### src/rtl/dbi_pkg.sv
package dbi_pkg;

	// bus geometry
	localparam int unsigned ADDR_W = 8;
	localparam int unsigned DATA_W = 32;

	// register indices; byte address is four times the index
	localparam logic [3:0] IDX_MAIN    = 4'h0;
	localparam logic [3:0] IDX_OUTCFG  = 4'h1;
	localparam logic [3:0] IDX_EVCTRL  = 4'h2;
	localparam logic [3:0] IDX_IEN_CLR = 4'h4;
	localparam logic [3:0] IDX_IEN_SET = 4'h5;
	localparam logic [3:0] IDX_FLAGS   = 4'h6;
	localparam logic [3:0] IDX_STATUS  = 4'h7;
	localparam logic [3:0] IDX_VALUE   = 4'h8;
	localparam logic [3:0] IDX_BUFFER  = 4'hc;

	// main_control fields
	localparam int unsigned MAIN_SOFT_RESET_BIT_BIT = 0;
	localparam int unsigned MAIN_EN_BIT    = 1;
	localparam int unsigned MAIN_STDBY_BIT = 2;

	// output_config fields
	localparam int unsigned OUT_EOEN_BIT   = 0;
	localparam int unsigned OUT_IOEN_BIT   = 1;
	localparam int unsigned OUT_LEFT_BIT   = 2;
	localparam int unsigned OUT_VPD_BIT    = 3;
	localparam int unsigned OUT_BDWP_BIT   = 4;
	localparam int unsigned OUT_REFSEL_LSB = 6;

	// event control fields
	localparam int unsigned EV_START_EVENT_INPUT_EN_BIT = 0;
	localparam int unsigned EV_EMPTYEO_BIT = 1;

	// interrupt bit positions, shared by enables and flags
	localparam int unsigned IRQ_UNDERRUN_BIT = 0;
	localparam int unsigned IRQ_EMPTY_BIT    = 1;
	localparam int unsigned IRQ_SYNC_BIT     = 2;

	// status field
	localparam int unsigned STATUS_BUSY_BIT = 7;

	// reset values
	localparam logic [7:0]  RST_BYTE = 8'h00;
	localparam logic [15:0] RST_HALF = 16'h0000;

	// conversion width and left-aligned offset
	localparam int unsigned CONV_W    = 10;
	localparam int unsigned LEFT_LSB  = 6;

	// converter-domain synchronisation length in bus clock cycles
	localparam int unsigned SYNC_CYCLES = 3;

	// interrupt sources, bit 2 down to bit 0
	typedef struct packed {
		logic sync_done;
		logic buf_empty;
		logic underrun;
	} dbi_irq_t;

	// output configuration, seven bits with no gap; refsel sits at bits 6:5
	typedef struct packed {
		logic [1:0] refsel;
		logic       bdwp;
		logic       vpd;
		logic       left_align;
		logic       ioen;
		logic       eoen;
	} dbi_outcfg_t;

	// what started a synchronisation
	typedef enum logic [1:0] {
		KIND_DATA   = 2'h0,
		KIND_ENABLE = 2'h1,
		KIND_SOFT_RESET_BIT  = 2'h2
	} dbi_kind_t;

	// synchroniser states, gray along idle-busy-end
	typedef enum logic [1:0] {
		SY_IDLE = 2'h0,
		SY_BUSY = 2'h1,
		SY_END  = 2'h3
	} dbi_sync_st_t;

endpackage

### src/rtl/dbi_dac_regs.sv
`timescale 1ns/100ps
// Functional notes
// - enable-clear bit 0 disables underrun irq
// - set and clear views share enables
// - enable-set ones enable irqs, zeros ignored
// - reserved bits read zero
// - sync flag on busy fall, except enable/reset
// - buffer move to value sets empty flag
// - empty clears by w1c or buffer write
// - start event with empty buffer: underrun
// - flags clear by writing one
// - irq while flag and enable both set
// - status bit 7 tracks sync busy
// - value output from 9:0 or 15:6
// - buffer aligned like value register
// - enabled start event loads value, converts
// - soft reset clears all, wins write
// - enable reads back now, sets busy
module dbi_dac_regs (
	// clock and reset
	input  wire logic                        sys_clk_i,
	input  wire logic                        rst_i,
	// apb slave
	input  wire logic                        psel_i,
	input  wire logic                        penable_i,
	input  wire logic                        pwrite_i,
	input  wire logic [dbi_pkg::ADDR_W-1:0]  paddr_i,
	input  wire logic [dbi_pkg::DATA_W-1:0]  pwdata_i,
	output logic                             pready_o,
	output logic                             pslverr_o,
	output logic      [dbi_pkg::DATA_W-1:0]  prdata_o,
	// event system
	input  wire logic                        start_evt_i,
	output logic                             empty_evt_o,
	// converter side
	output logic      [dbi_pkg::CONV_W-1:0]  dac_value_o,
	output logic                             conv_start_o,
	output logic                             dac_enable_o,
	output dbi_pkg::dbi_outcfg_t             out_cfg_o,
	output logic                             irq_o
);
	import dbi_pkg::*;

	// state
	logic        main_enable;
	logic        main_stdby;
	logic        soft_reset_bit_pending;
	dbi_outcfg_t outcfg;
	logic        start_event_input_en;
	logic        empty_evt_en;
	dbi_irq_t    irq_en;
	dbi_irq_t    irq_flags;
	logic [15:0] conversion_value;
	logic [15:0] conversion_buffer;
	logic        buf_full;

	// synchroniser results
	logic      domain_sync_pending;
	logic      sync_done;
	dbi_kind_t sync_kind;

	// bus decode
	function automatic logic reg_hit(input logic [ADDR_W-1:0] a, input logic [3:0] idx);
		return (a[ADDR_W-1:6] == '0) && (a[5:2] == idx) && (a[1:0] == 2'h0);
	endfunction

	wire logic access     = psel_i & penable_i;
	wire logic take       = access & pready_o;
	wire logic mapped     = reg_hit(paddr_i, IDX_MAIN) | reg_hit(paddr_i, IDX_OUTCFG) |
	                        reg_hit(paddr_i, IDX_EVCTRL) | reg_hit(paddr_i, IDX_IEN_CLR) |
	                        reg_hit(paddr_i, IDX_IEN_SET) | reg_hit(paddr_i, IDX_FLAGS) |
	                        reg_hit(paddr_i, IDX_STATUS) | reg_hit(paddr_i, IDX_VALUE) |
	                        reg_hit(paddr_i, IDX_BUFFER);
	wire logic wr         = take & pwrite_i & mapped;
	wire logic wr_main    = wr & reg_hit(paddr_i, IDX_MAIN);
	wire logic wr_outcfg  = wr & reg_hit(paddr_i, IDX_OUTCFG);
	wire logic wr_evctrl  = wr & reg_hit(paddr_i, IDX_EVCTRL);
	wire logic wr_ien_clr = wr & reg_hit(paddr_i, IDX_IEN_CLR);
	wire logic wr_ien_set = wr & reg_hit(paddr_i, IDX_IEN_SET);
	wire logic wr_flags   = wr & reg_hit(paddr_i, IDX_FLAGS);
	wire logic wr_value   = wr & reg_hit(paddr_i, IDX_VALUE);
	wire logic wr_buffer  = wr & reg_hit(paddr_i, IDX_BUFFER);
	wire dbi_irq_t wbits  = dbi_irq_t'(pwdata_i[2:0]);

	// soft reset wins over any other bit in the same write
	wire logic soft_reset_bit_wr   = wr_main & pwdata_i[MAIN_SOFT_RESET_BIT_BIT];
	wire logic en_wr      = wr_main & ~pwdata_i[MAIN_SOFT_RESET_BIT_BIT] &
	                        (pwdata_i[MAIN_EN_BIT] != main_enable);
	wire logic soft_clr   = sync_done & (sync_kind == KIND_SOFT_RESET_BIT);
	wire logic clr        = rst_i | soft_clr;

	// start event only acts while the converter and the input are enabled
	wire logic evt        = start_evt_i & start_event_input_en & main_enable;
	wire logic load       = evt & buf_full;
	wire logic underrun   = evt & ~buf_full;

	// value writes go through the converter domain too
	wire logic sync_start = soft_reset_bit_wr | en_wr | wr_value | wr_buffer;
	wire dbi_kind_t sync_kind_req = soft_reset_bit_wr ? KIND_SOFT_RESET_BIT :
	                                (en_wr ? KIND_ENABLE : KIND_DATA);
	wire logic sync_evt   = sync_done & (sync_kind == KIND_DATA);

	// flag sets, each beats a clear in the same cycle
	wire dbi_irq_t flag_set = '{sync_done: sync_evt, buf_empty: load, underrun: underrun};
	wire dbi_irq_t flag_clr = (wr_flags ? wbits : dbi_irq_t'(3'h0)) |
	                          dbi_irq_t'({1'b0, wr_buffer, 1'b0});
	wire dbi_irq_t next_flags = (irq_flags & ~flag_clr) | flag_set;
	wire dbi_irq_t next_en    = wr_ien_set ? (irq_en | wbits) :
	                            (wr_ien_clr ? (irq_en & ~wbits) : irq_en);

	// alignment of the ten converted bits
	wire logic [CONV_W-1:0] next_dac = outcfg.left_align ?
	                                   conversion_value[15:LEFT_LSB] :
	                                   conversion_value[CONV_W-1:0];

	// read mux; reserved bits are zero-filled
	wire logic [7:0] rd_main   = {5'h00, main_stdby, main_enable, soft_reset_bit_pending};
	wire logic [7:0] rd_outcfg = {outcfg.refsel, 1'b0, outcfg.bdwp, outcfg.vpd,
	                              outcfg.left_align, outcfg.ioen, outcfg.eoen};
	wire logic [7:0] rd_status = {domain_sync_pending, 7'h00};
	wire logic [DATA_W-1:0] rd_word =
		reg_hit(paddr_i, IDX_MAIN)    ? {24'h000000, rd_main} :
		reg_hit(paddr_i, IDX_OUTCFG)  ? {24'h000000, rd_outcfg} :
		reg_hit(paddr_i, IDX_EVCTRL)  ? {30'h0, empty_evt_en, start_event_input_en} :
		reg_hit(paddr_i, IDX_IEN_CLR) ? {29'h0, irq_en} :
		reg_hit(paddr_i, IDX_IEN_SET) ? {29'h0, irq_en} :
		reg_hit(paddr_i, IDX_FLAGS)   ? {29'h0, irq_flags} :
		reg_hit(paddr_i, IDX_STATUS)  ? {24'h000000, rd_status} :
		reg_hit(paddr_i, IDX_VALUE)   ? {16'h0000, conversion_value} :
		reg_hit(paddr_i, IDX_BUFFER)  ? {16'h0000, conversion_buffer} :
		32'h00000000;

	// apb response: one wait cycle, then a one-cycle pready
	always_ff @(posedge sys_clk_i) begin
		if (rst_i) begin
			pready_o  <= 1'b0;
			pslverr_o <= 1'b0;
			prdata_o  <= 32'h00000000;
		end else begin
			pready_o  <= access & ~pready_o;
			pslverr_o <= access & ~pready_o & ~mapped;
			prdata_o  <= (access & ~pready_o & ~pwrite_i) ? rd_word : 32'h00000000;
		end
	end

	// control registers; soft reset returns them to reset values
	always_ff @(posedge sys_clk_i) begin
		if (clr) begin
			main_enable          <= RST_BYTE[MAIN_EN_BIT];
			main_stdby           <= RST_BYTE[MAIN_STDBY_BIT];
			outcfg               <= dbi_outcfg_t'(RST_BYTE[6:0]);
			start_event_input_en <= RST_BYTE[EV_START_EVENT_INPUT_EN_BIT];
			empty_evt_en         <= RST_BYTE[EV_EMPTYEO_BIT];
		end else begin
			if (wr_main & ~pwdata_i[MAIN_SOFT_RESET_BIT_BIT]) begin
				main_enable <= pwdata_i[MAIN_EN_BIT];
				main_stdby  <= pwdata_i[MAIN_STDBY_BIT];
			end
			if (wr_outcfg) begin
				outcfg <= '{refsel: pwdata_i[OUT_REFSEL_LSB+:2], bdwp: pwdata_i[OUT_BDWP_BIT],
				            vpd: pwdata_i[OUT_VPD_BIT], left_align: pwdata_i[OUT_LEFT_BIT],
				            ioen: pwdata_i[OUT_IOEN_BIT], eoen: pwdata_i[OUT_EOEN_BIT]};
			end
			if (wr_evctrl) begin
				start_event_input_en <= pwdata_i[EV_START_EVENT_INPUT_EN_BIT];
				empty_evt_en         <= pwdata_i[EV_EMPTYEO_BIT];
			end
		end
	end

	// soft reset bit reads one until the converter side has finished
	always_ff @(posedge sys_clk_i) begin
		if (clr) begin
			soft_reset_bit_pending <= 1'b0;
		end else if (soft_reset_bit_wr) begin
			soft_reset_bit_pending <= 1'b1;
		end
	end

	// interrupt enables and flags
	always_ff @(posedge sys_clk_i) begin
		if (clr) begin
			irq_en    <= dbi_irq_t'(RST_BYTE[2:0]);
			irq_flags <= dbi_irq_t'(RST_BYTE[2:0]);
		end else begin
			irq_en    <= next_en;
			irq_flags <= next_flags;
		end
	end

	// data path: event load wins over a same-cycle value write
	always_ff @(posedge sys_clk_i) begin
		if (clr) begin
			conversion_value  <= RST_HALF;
			conversion_buffer <= RST_HALF;
			buf_full          <= 1'b0;
		end else begin
			if (load) begin
				conversion_value <= conversion_buffer;
			end else if (wr_value) begin
				conversion_value <= pwdata_i[15:0];
			end
			if (wr_buffer) begin
				conversion_buffer <= pwdata_i[15:0];
			end
			buf_full <= wr_buffer | (buf_full & ~load);
		end
	end

	// registered outputs
	always_ff @(posedge sys_clk_i) begin
		if (clr) begin
			dac_value_o  <= RST_HALF[CONV_W-1:0];
			conv_start_o <= 1'b0;
			empty_evt_o  <= 1'b0;
			dac_enable_o <= 1'b0;
			out_cfg_o    <= dbi_outcfg_t'(RST_BYTE[6:0]);
			irq_o        <= 1'b0;
		end else begin
			dac_value_o  <= next_dac;
			conv_start_o <= load;
			empty_evt_o  <= load & empty_evt_en;
			dac_enable_o <= main_enable;
			out_cfg_o    <= outcfg;
			irq_o        <= |(next_flags & next_en);
		end
	end

	// converter-domain synchronisation timing
	dbi_sync_timer #(
		.CYCLES      (SYNC_CYCLES)
	) u_sync (
		.sys_clk_i   (sys_clk_i),
		.rst_i       (rst_i),
		.start_i     (sync_start),
		.kind_i      (sync_kind_req),
		.busy_o      (domain_sync_pending),
		.done_o      (sync_done),
		.done_kind_o (sync_kind)
	);
endmodule

### src/rtl/dbi_sync_timer.sv
`timescale 1ns/100ps
module dbi_sync_timer #(
	parameter int unsigned CYCLES = dbi_pkg::SYNC_CYCLES
) (
	// clock and reset
	input  wire logic             sys_clk_i,
	input  wire logic             rst_i,
	// request
	input  wire logic             start_i,
	input  wire dbi_pkg::dbi_kind_t kind_i,
	// result
	output logic                  busy_o,
	output logic                  done_o,
	output dbi_pkg::dbi_kind_t    done_kind_o
);
	import dbi_pkg::*;

	dbi_sync_st_t  state;
	dbi_sync_st_t  next_state;
	logic [7:0]    cnt;
	logic [7:0]    next_cnt;
	dbi_kind_t     kind;

	localparam logic [7:0] LAST = 8'(CYCLES - 1);

	// a new request restarts the count so the latest write is the one that lands
	always_comb begin
		next_state = state;
		next_cnt   = cnt;
		unique case (state)
			SY_IDLE: begin
				next_cnt = 8'h00;
			end
			SY_BUSY: begin
				next_cnt = cnt + 8'h01;
				if (cnt == LAST) begin
					next_state = SY_END;
				end
			end
			SY_END: begin
				next_state = SY_IDLE;
				next_cnt   = 8'h00;
			end
			default: begin
				next_state = SY_IDLE;
				next_cnt   = 8'h00;
			end
		endcase
		if (start_i) begin
			next_state = SY_BUSY;
			next_cnt   = 8'h00;
		end
	end

	always_ff @(posedge sys_clk_i) begin
		if (rst_i) begin
			state <= SY_IDLE;
			cnt   <= 8'h00;
			kind  <= KIND_DATA;
		end else begin
			state <= next_state;
			cnt   <= next_cnt;
			if (start_i) begin
				kind <= kind_i;
			end
		end
	end

	assign busy_o      = (state == SY_BUSY);
	assign done_o      = (state == SY_END);
	assign done_kind_o = kind;

endmodule

### config.mk
export PLATFORM = sky130hd
export DESIGN_NAME = dbi_dac_regs
export DESIGN_NICKNAME = d
export VERILOG_FILES = /design/src/rtl/dbi_pkg.sv /design/src/rtl/dbi_dac_regs.sv /design/src/rtl/dbi_sync_timer.sv
export SDC_FILE = /design/constraint.sdc
export NUM_CORES = 1
export LEC_CHECK = 0
export ABC_AREA = 1
export ABC_CLOCK_PERIOD_IN_PS = 2000
export BUFFER_PORTS_ARGS = -buffer_cell sky130_fd_sc_hd__buf_2
export CAP_MARGIN = 30
export CORE_MARGIN = 8
export CORE_UTILIZATION = 25
export DETAILED_ROUTE_END_ITERATION = 7
export GPL_TIMING_DRIVEN = 0
export SYNTH_ARGS = -nofsm -noshare
export SYNTH_HDL_FRONTEND = slang
export SYNTH_SLANG_ARGS = --single-unit
### constraint.sdc
create_clock -name sys_clk_i -period 2 [get_ports sys_clk_i]
set_input_delay 0.3 -clock sys_clk_i [delete_from_list [all_inputs] [get_ports sys_clk_i]]
set_output_delay 0.3 -clock sys_clk_i [all_outputs]
set_load 0.02 [all_outputs]
==> impl_results.md <==
- Port Buffers: 66
- R2r worst-path depth: 7
- First-pass GRT wire length: 20.3 mm
- Grt total ovfl: 0
- All-layer global routing usage: around 11%
- Hold/Removal Path Class: in -> reg
- Final Hold Fails: 0
- Die W: 151 µm
- CTS tree: yes
- Syn_area_per_cell: 7.99 µm²
- Final setup skew: 11.2 ps
- Finished Layout Cells: approximately 900
- Num rows: 49
- Area delta synth->final: 22.1%
- Post-DP HPWL: 9.65 mm
- # clock sinks: 102
- Chip height: around 150 µm
- Max rail drop VDD: 0.000371 V
- R2R Path End: conversion_value[12]
- Worst R2R Setup Slack: 150 ps
- RSZ-0062 raised after global routing: false
- Synth cell types: 45
- Slowest stage delay, CP: about 450 ps
- Vias in the first global route: 3884
- Highest Clock Rate: 0.542 GHz
- Final core utilization: 31.1%
- Largest net degree at the start of global routing: 21
- Leakage Power: 2.42 nW
- Placer Congestion: about 0.84
- Crit end category: register
- Syn Std Cell Area: 4570 µm²
- Initial Util: 25.5%
- Min Clock Period, post-route: 1850 ps
- TritonCTS Buffers: 9
- Critical Path AT: 2060 ps
- Status: finished, final reports clean
- Top Ports: 101
- Hold_ws: 220 ps
- Post-synthesis cell count: 572
- Register area share after synthesis: 44.7%
- CORE AREA: 18000 µm²
- Required @ worst endpoint: 2210 ps
- Rel. slew slack: 49.7%
- Post-route DRC: 0
- CTS H-tree depth: 3
- Commonest non-fill, non-tap cell in the layout: dfxtp_1
- Max Cap Violations: 0
- Post-synth top area cell: dfxtp_1
- Synth area leaders: dfxtp_1 (45%), nor2_1 (6.6%), nand2_1 (6.1%), inv_1 (5.0%), a21oi_1 (3.8%)
- Vias: approximately 4000
- P per Cell Area: 740 nW/µm²
- Crit Reg-Reg Startpoint: main_enable
- Ys Warns: 0
- Critical path fanouts, max: 10
- Flops & latches, synth: 102
- Number of nets with antenna violations after routing: 0
- DRT Pass-1 Iters: 5
- Most frequent cells in the layout: dfxtp_1 (102), nor2_1 (80), nand2_1 (74), buf_2 (73), inv_1 (61)
- CP max-delay cell: dfxtp_1
- Iter 0 DRT Violations: roughly 360
- Initial antenna violation count: 1
- Worst-path clk slew: about 80 ps
- Cts hold-fix bufs: 0
- Crit path capture: conversion_value[12]
- # fillers: 1922
- Clk root buf: clkbuf_16
- TNS Setup: 0 ps
- Setup CP Type: reg -> reg
- Die area: roughly 23000 µm²
- Period utilisation layout: 92.3%
- Synth Flop Type: dfxtp_1
- Nets@finish: 712
- Placed cell count: 882
- Layout cells sized above 1: around a quarter
- Crit path from: main_enable
- Startpoint Class: register
- Worst-path cell chain: nand3_1, nor2_4, inv_1, buf_2, clkbuf_1, nand2_1, a31oi_1
- Wirelength per Cell: approximately 14 µm
- Async S/R FF share, synth: 0%
- Final Slew Violations: 0
- Top-area cell type share of the netlist area: between 40% and 50%
- CTS Buffer Depth: 2
- Post-Route WL: 12.9 mm
- Actual slew at the worst max-slew pin: 755 ps
- Worst skew pair latency: 360 ps
- Post-synth EDFFs: 0
- Final setup violation count: 0
- Drt via density: 4.42
[power by group]
part	internal (mW)	switching (mW)
registers	2.03	0.000921
logic	0.0684	0.142
clock network	1.01	0.873
[state kept, by name, indices dropped and copies added (netlist names), 2 cells and up]
register and flops:
u_sync.done_kind_o 2, u_sync.cnt 8, u_sync.state 2, conversion_buffer 16, out_cfg_o 7, prdata_o 16, irq_en 3, irq_flags 3
conversion_value 16, dac_value_o 10, outcfg 7
[worst max-delay path, delay by kind of cell (launching register included)]
family                 cells  cell delay (ps)
and+or+nand+nor            3              570
DFF                        1              450
AOI/OAI and AO/OA          1               80
buffers and inverters      3              590
[per-stage QoR]
stage	setup WS (ps)	total power, mW	area (µm²)
global route	27.2	4.29	5580
floorplan	349	2.21	4630
detailed placement	29.7	2.29	5250
CTS	95.2	4.16	5570
finish	153	4.13	5580
global placement	17.2	2.29	5250
[timing repair]
item                       CTS  global route
buffers inserted             0             0
setup endpoints to repair    0            12
resized for setup            0             2
[cell usage after synthesis, types with 2 or more instances]
master / number
a211oi_1: 10
a211oi_2: 13
a21oi_1: 35
a21oi_2: 4
a31oi_1: 18
buf_2: 7
buf_4: 17
buf_6: 3
clkbuf_1: 15
dfxtp_1: 102
ha_1: 2
inv_1: 61
inv_2: 10
nand2_1: 74
nand2_2: 9
nand2_4: 5
nand3_1: 17
nand4_1: 11
nand4_2: 2
nand4_4: 2
nor2_1: 81
nor2_2: 2
nor2_4: 5
nor3_1: 3
o211ai_1: 2
o21ai_0: 31
o21ai_1: 3
o21ai_2: 3
o22ai_1: 4
xnor2_1: 2
xor2_1: 5
[layout make-up]
cell class | instances | area [µm²] | area share [%]
clock buffers | 9 | 225 | 4.03
clock inverters | 7 | 103 | 1.84
diodes | 1 | 2.50 | 0.0448
flip-flops and latches | 102 | 2040 | 36.6
inverters | 73 | 277 | 4.95
repair buffers | 66 | 330 | 5.92
well taps | 229 | 287 | 5.13
plain buffers | 42 | 253 | 4.53
multi-input cells | 370 | 2070 | 37.0
[routing by layer]
metal  global-route usage, %  part of all wire (%)  up-vias
li1                        -                     -     2026
met1                    13.9                    42     1808
met2                    18.8                    48      120
met3                    3.05                   7.4       18
met4                    4.70                   1.9        2
met5                       0                  0.10        -
[cells by family after synthesis]
family | share of synthesized area, %
simple gates | 23.5
compound gates | 18.1
buf+inv | 11.6
flops | 44.7
xor+xnor | 1.34
fa+ha+maj | 0.547
other cells | 0.0820
mux | 0.219
[worst min path at each step]
stage | start | to | slack (ps) | depth (start not counted)
after floorplan | rst_i | u_sync.done_kind_o[1] | 370 | 1
after global placement | soft_reset_bit_pending | soft_reset_bit_pending | 440 | 2
after detailed placement | soft_reset_bit_pending | soft_reset_bit_pending | 440 | 2
after CTS | pwdata_i[11] | conversion_value[11] | 220 | 3
after global routing | rst_i | u_sync.state[0] | 220 | 2
final | pwdata_i[11] | conversion_value[11] | 220 | 3
Note: power is estimated with default switching activity, not from simulation.
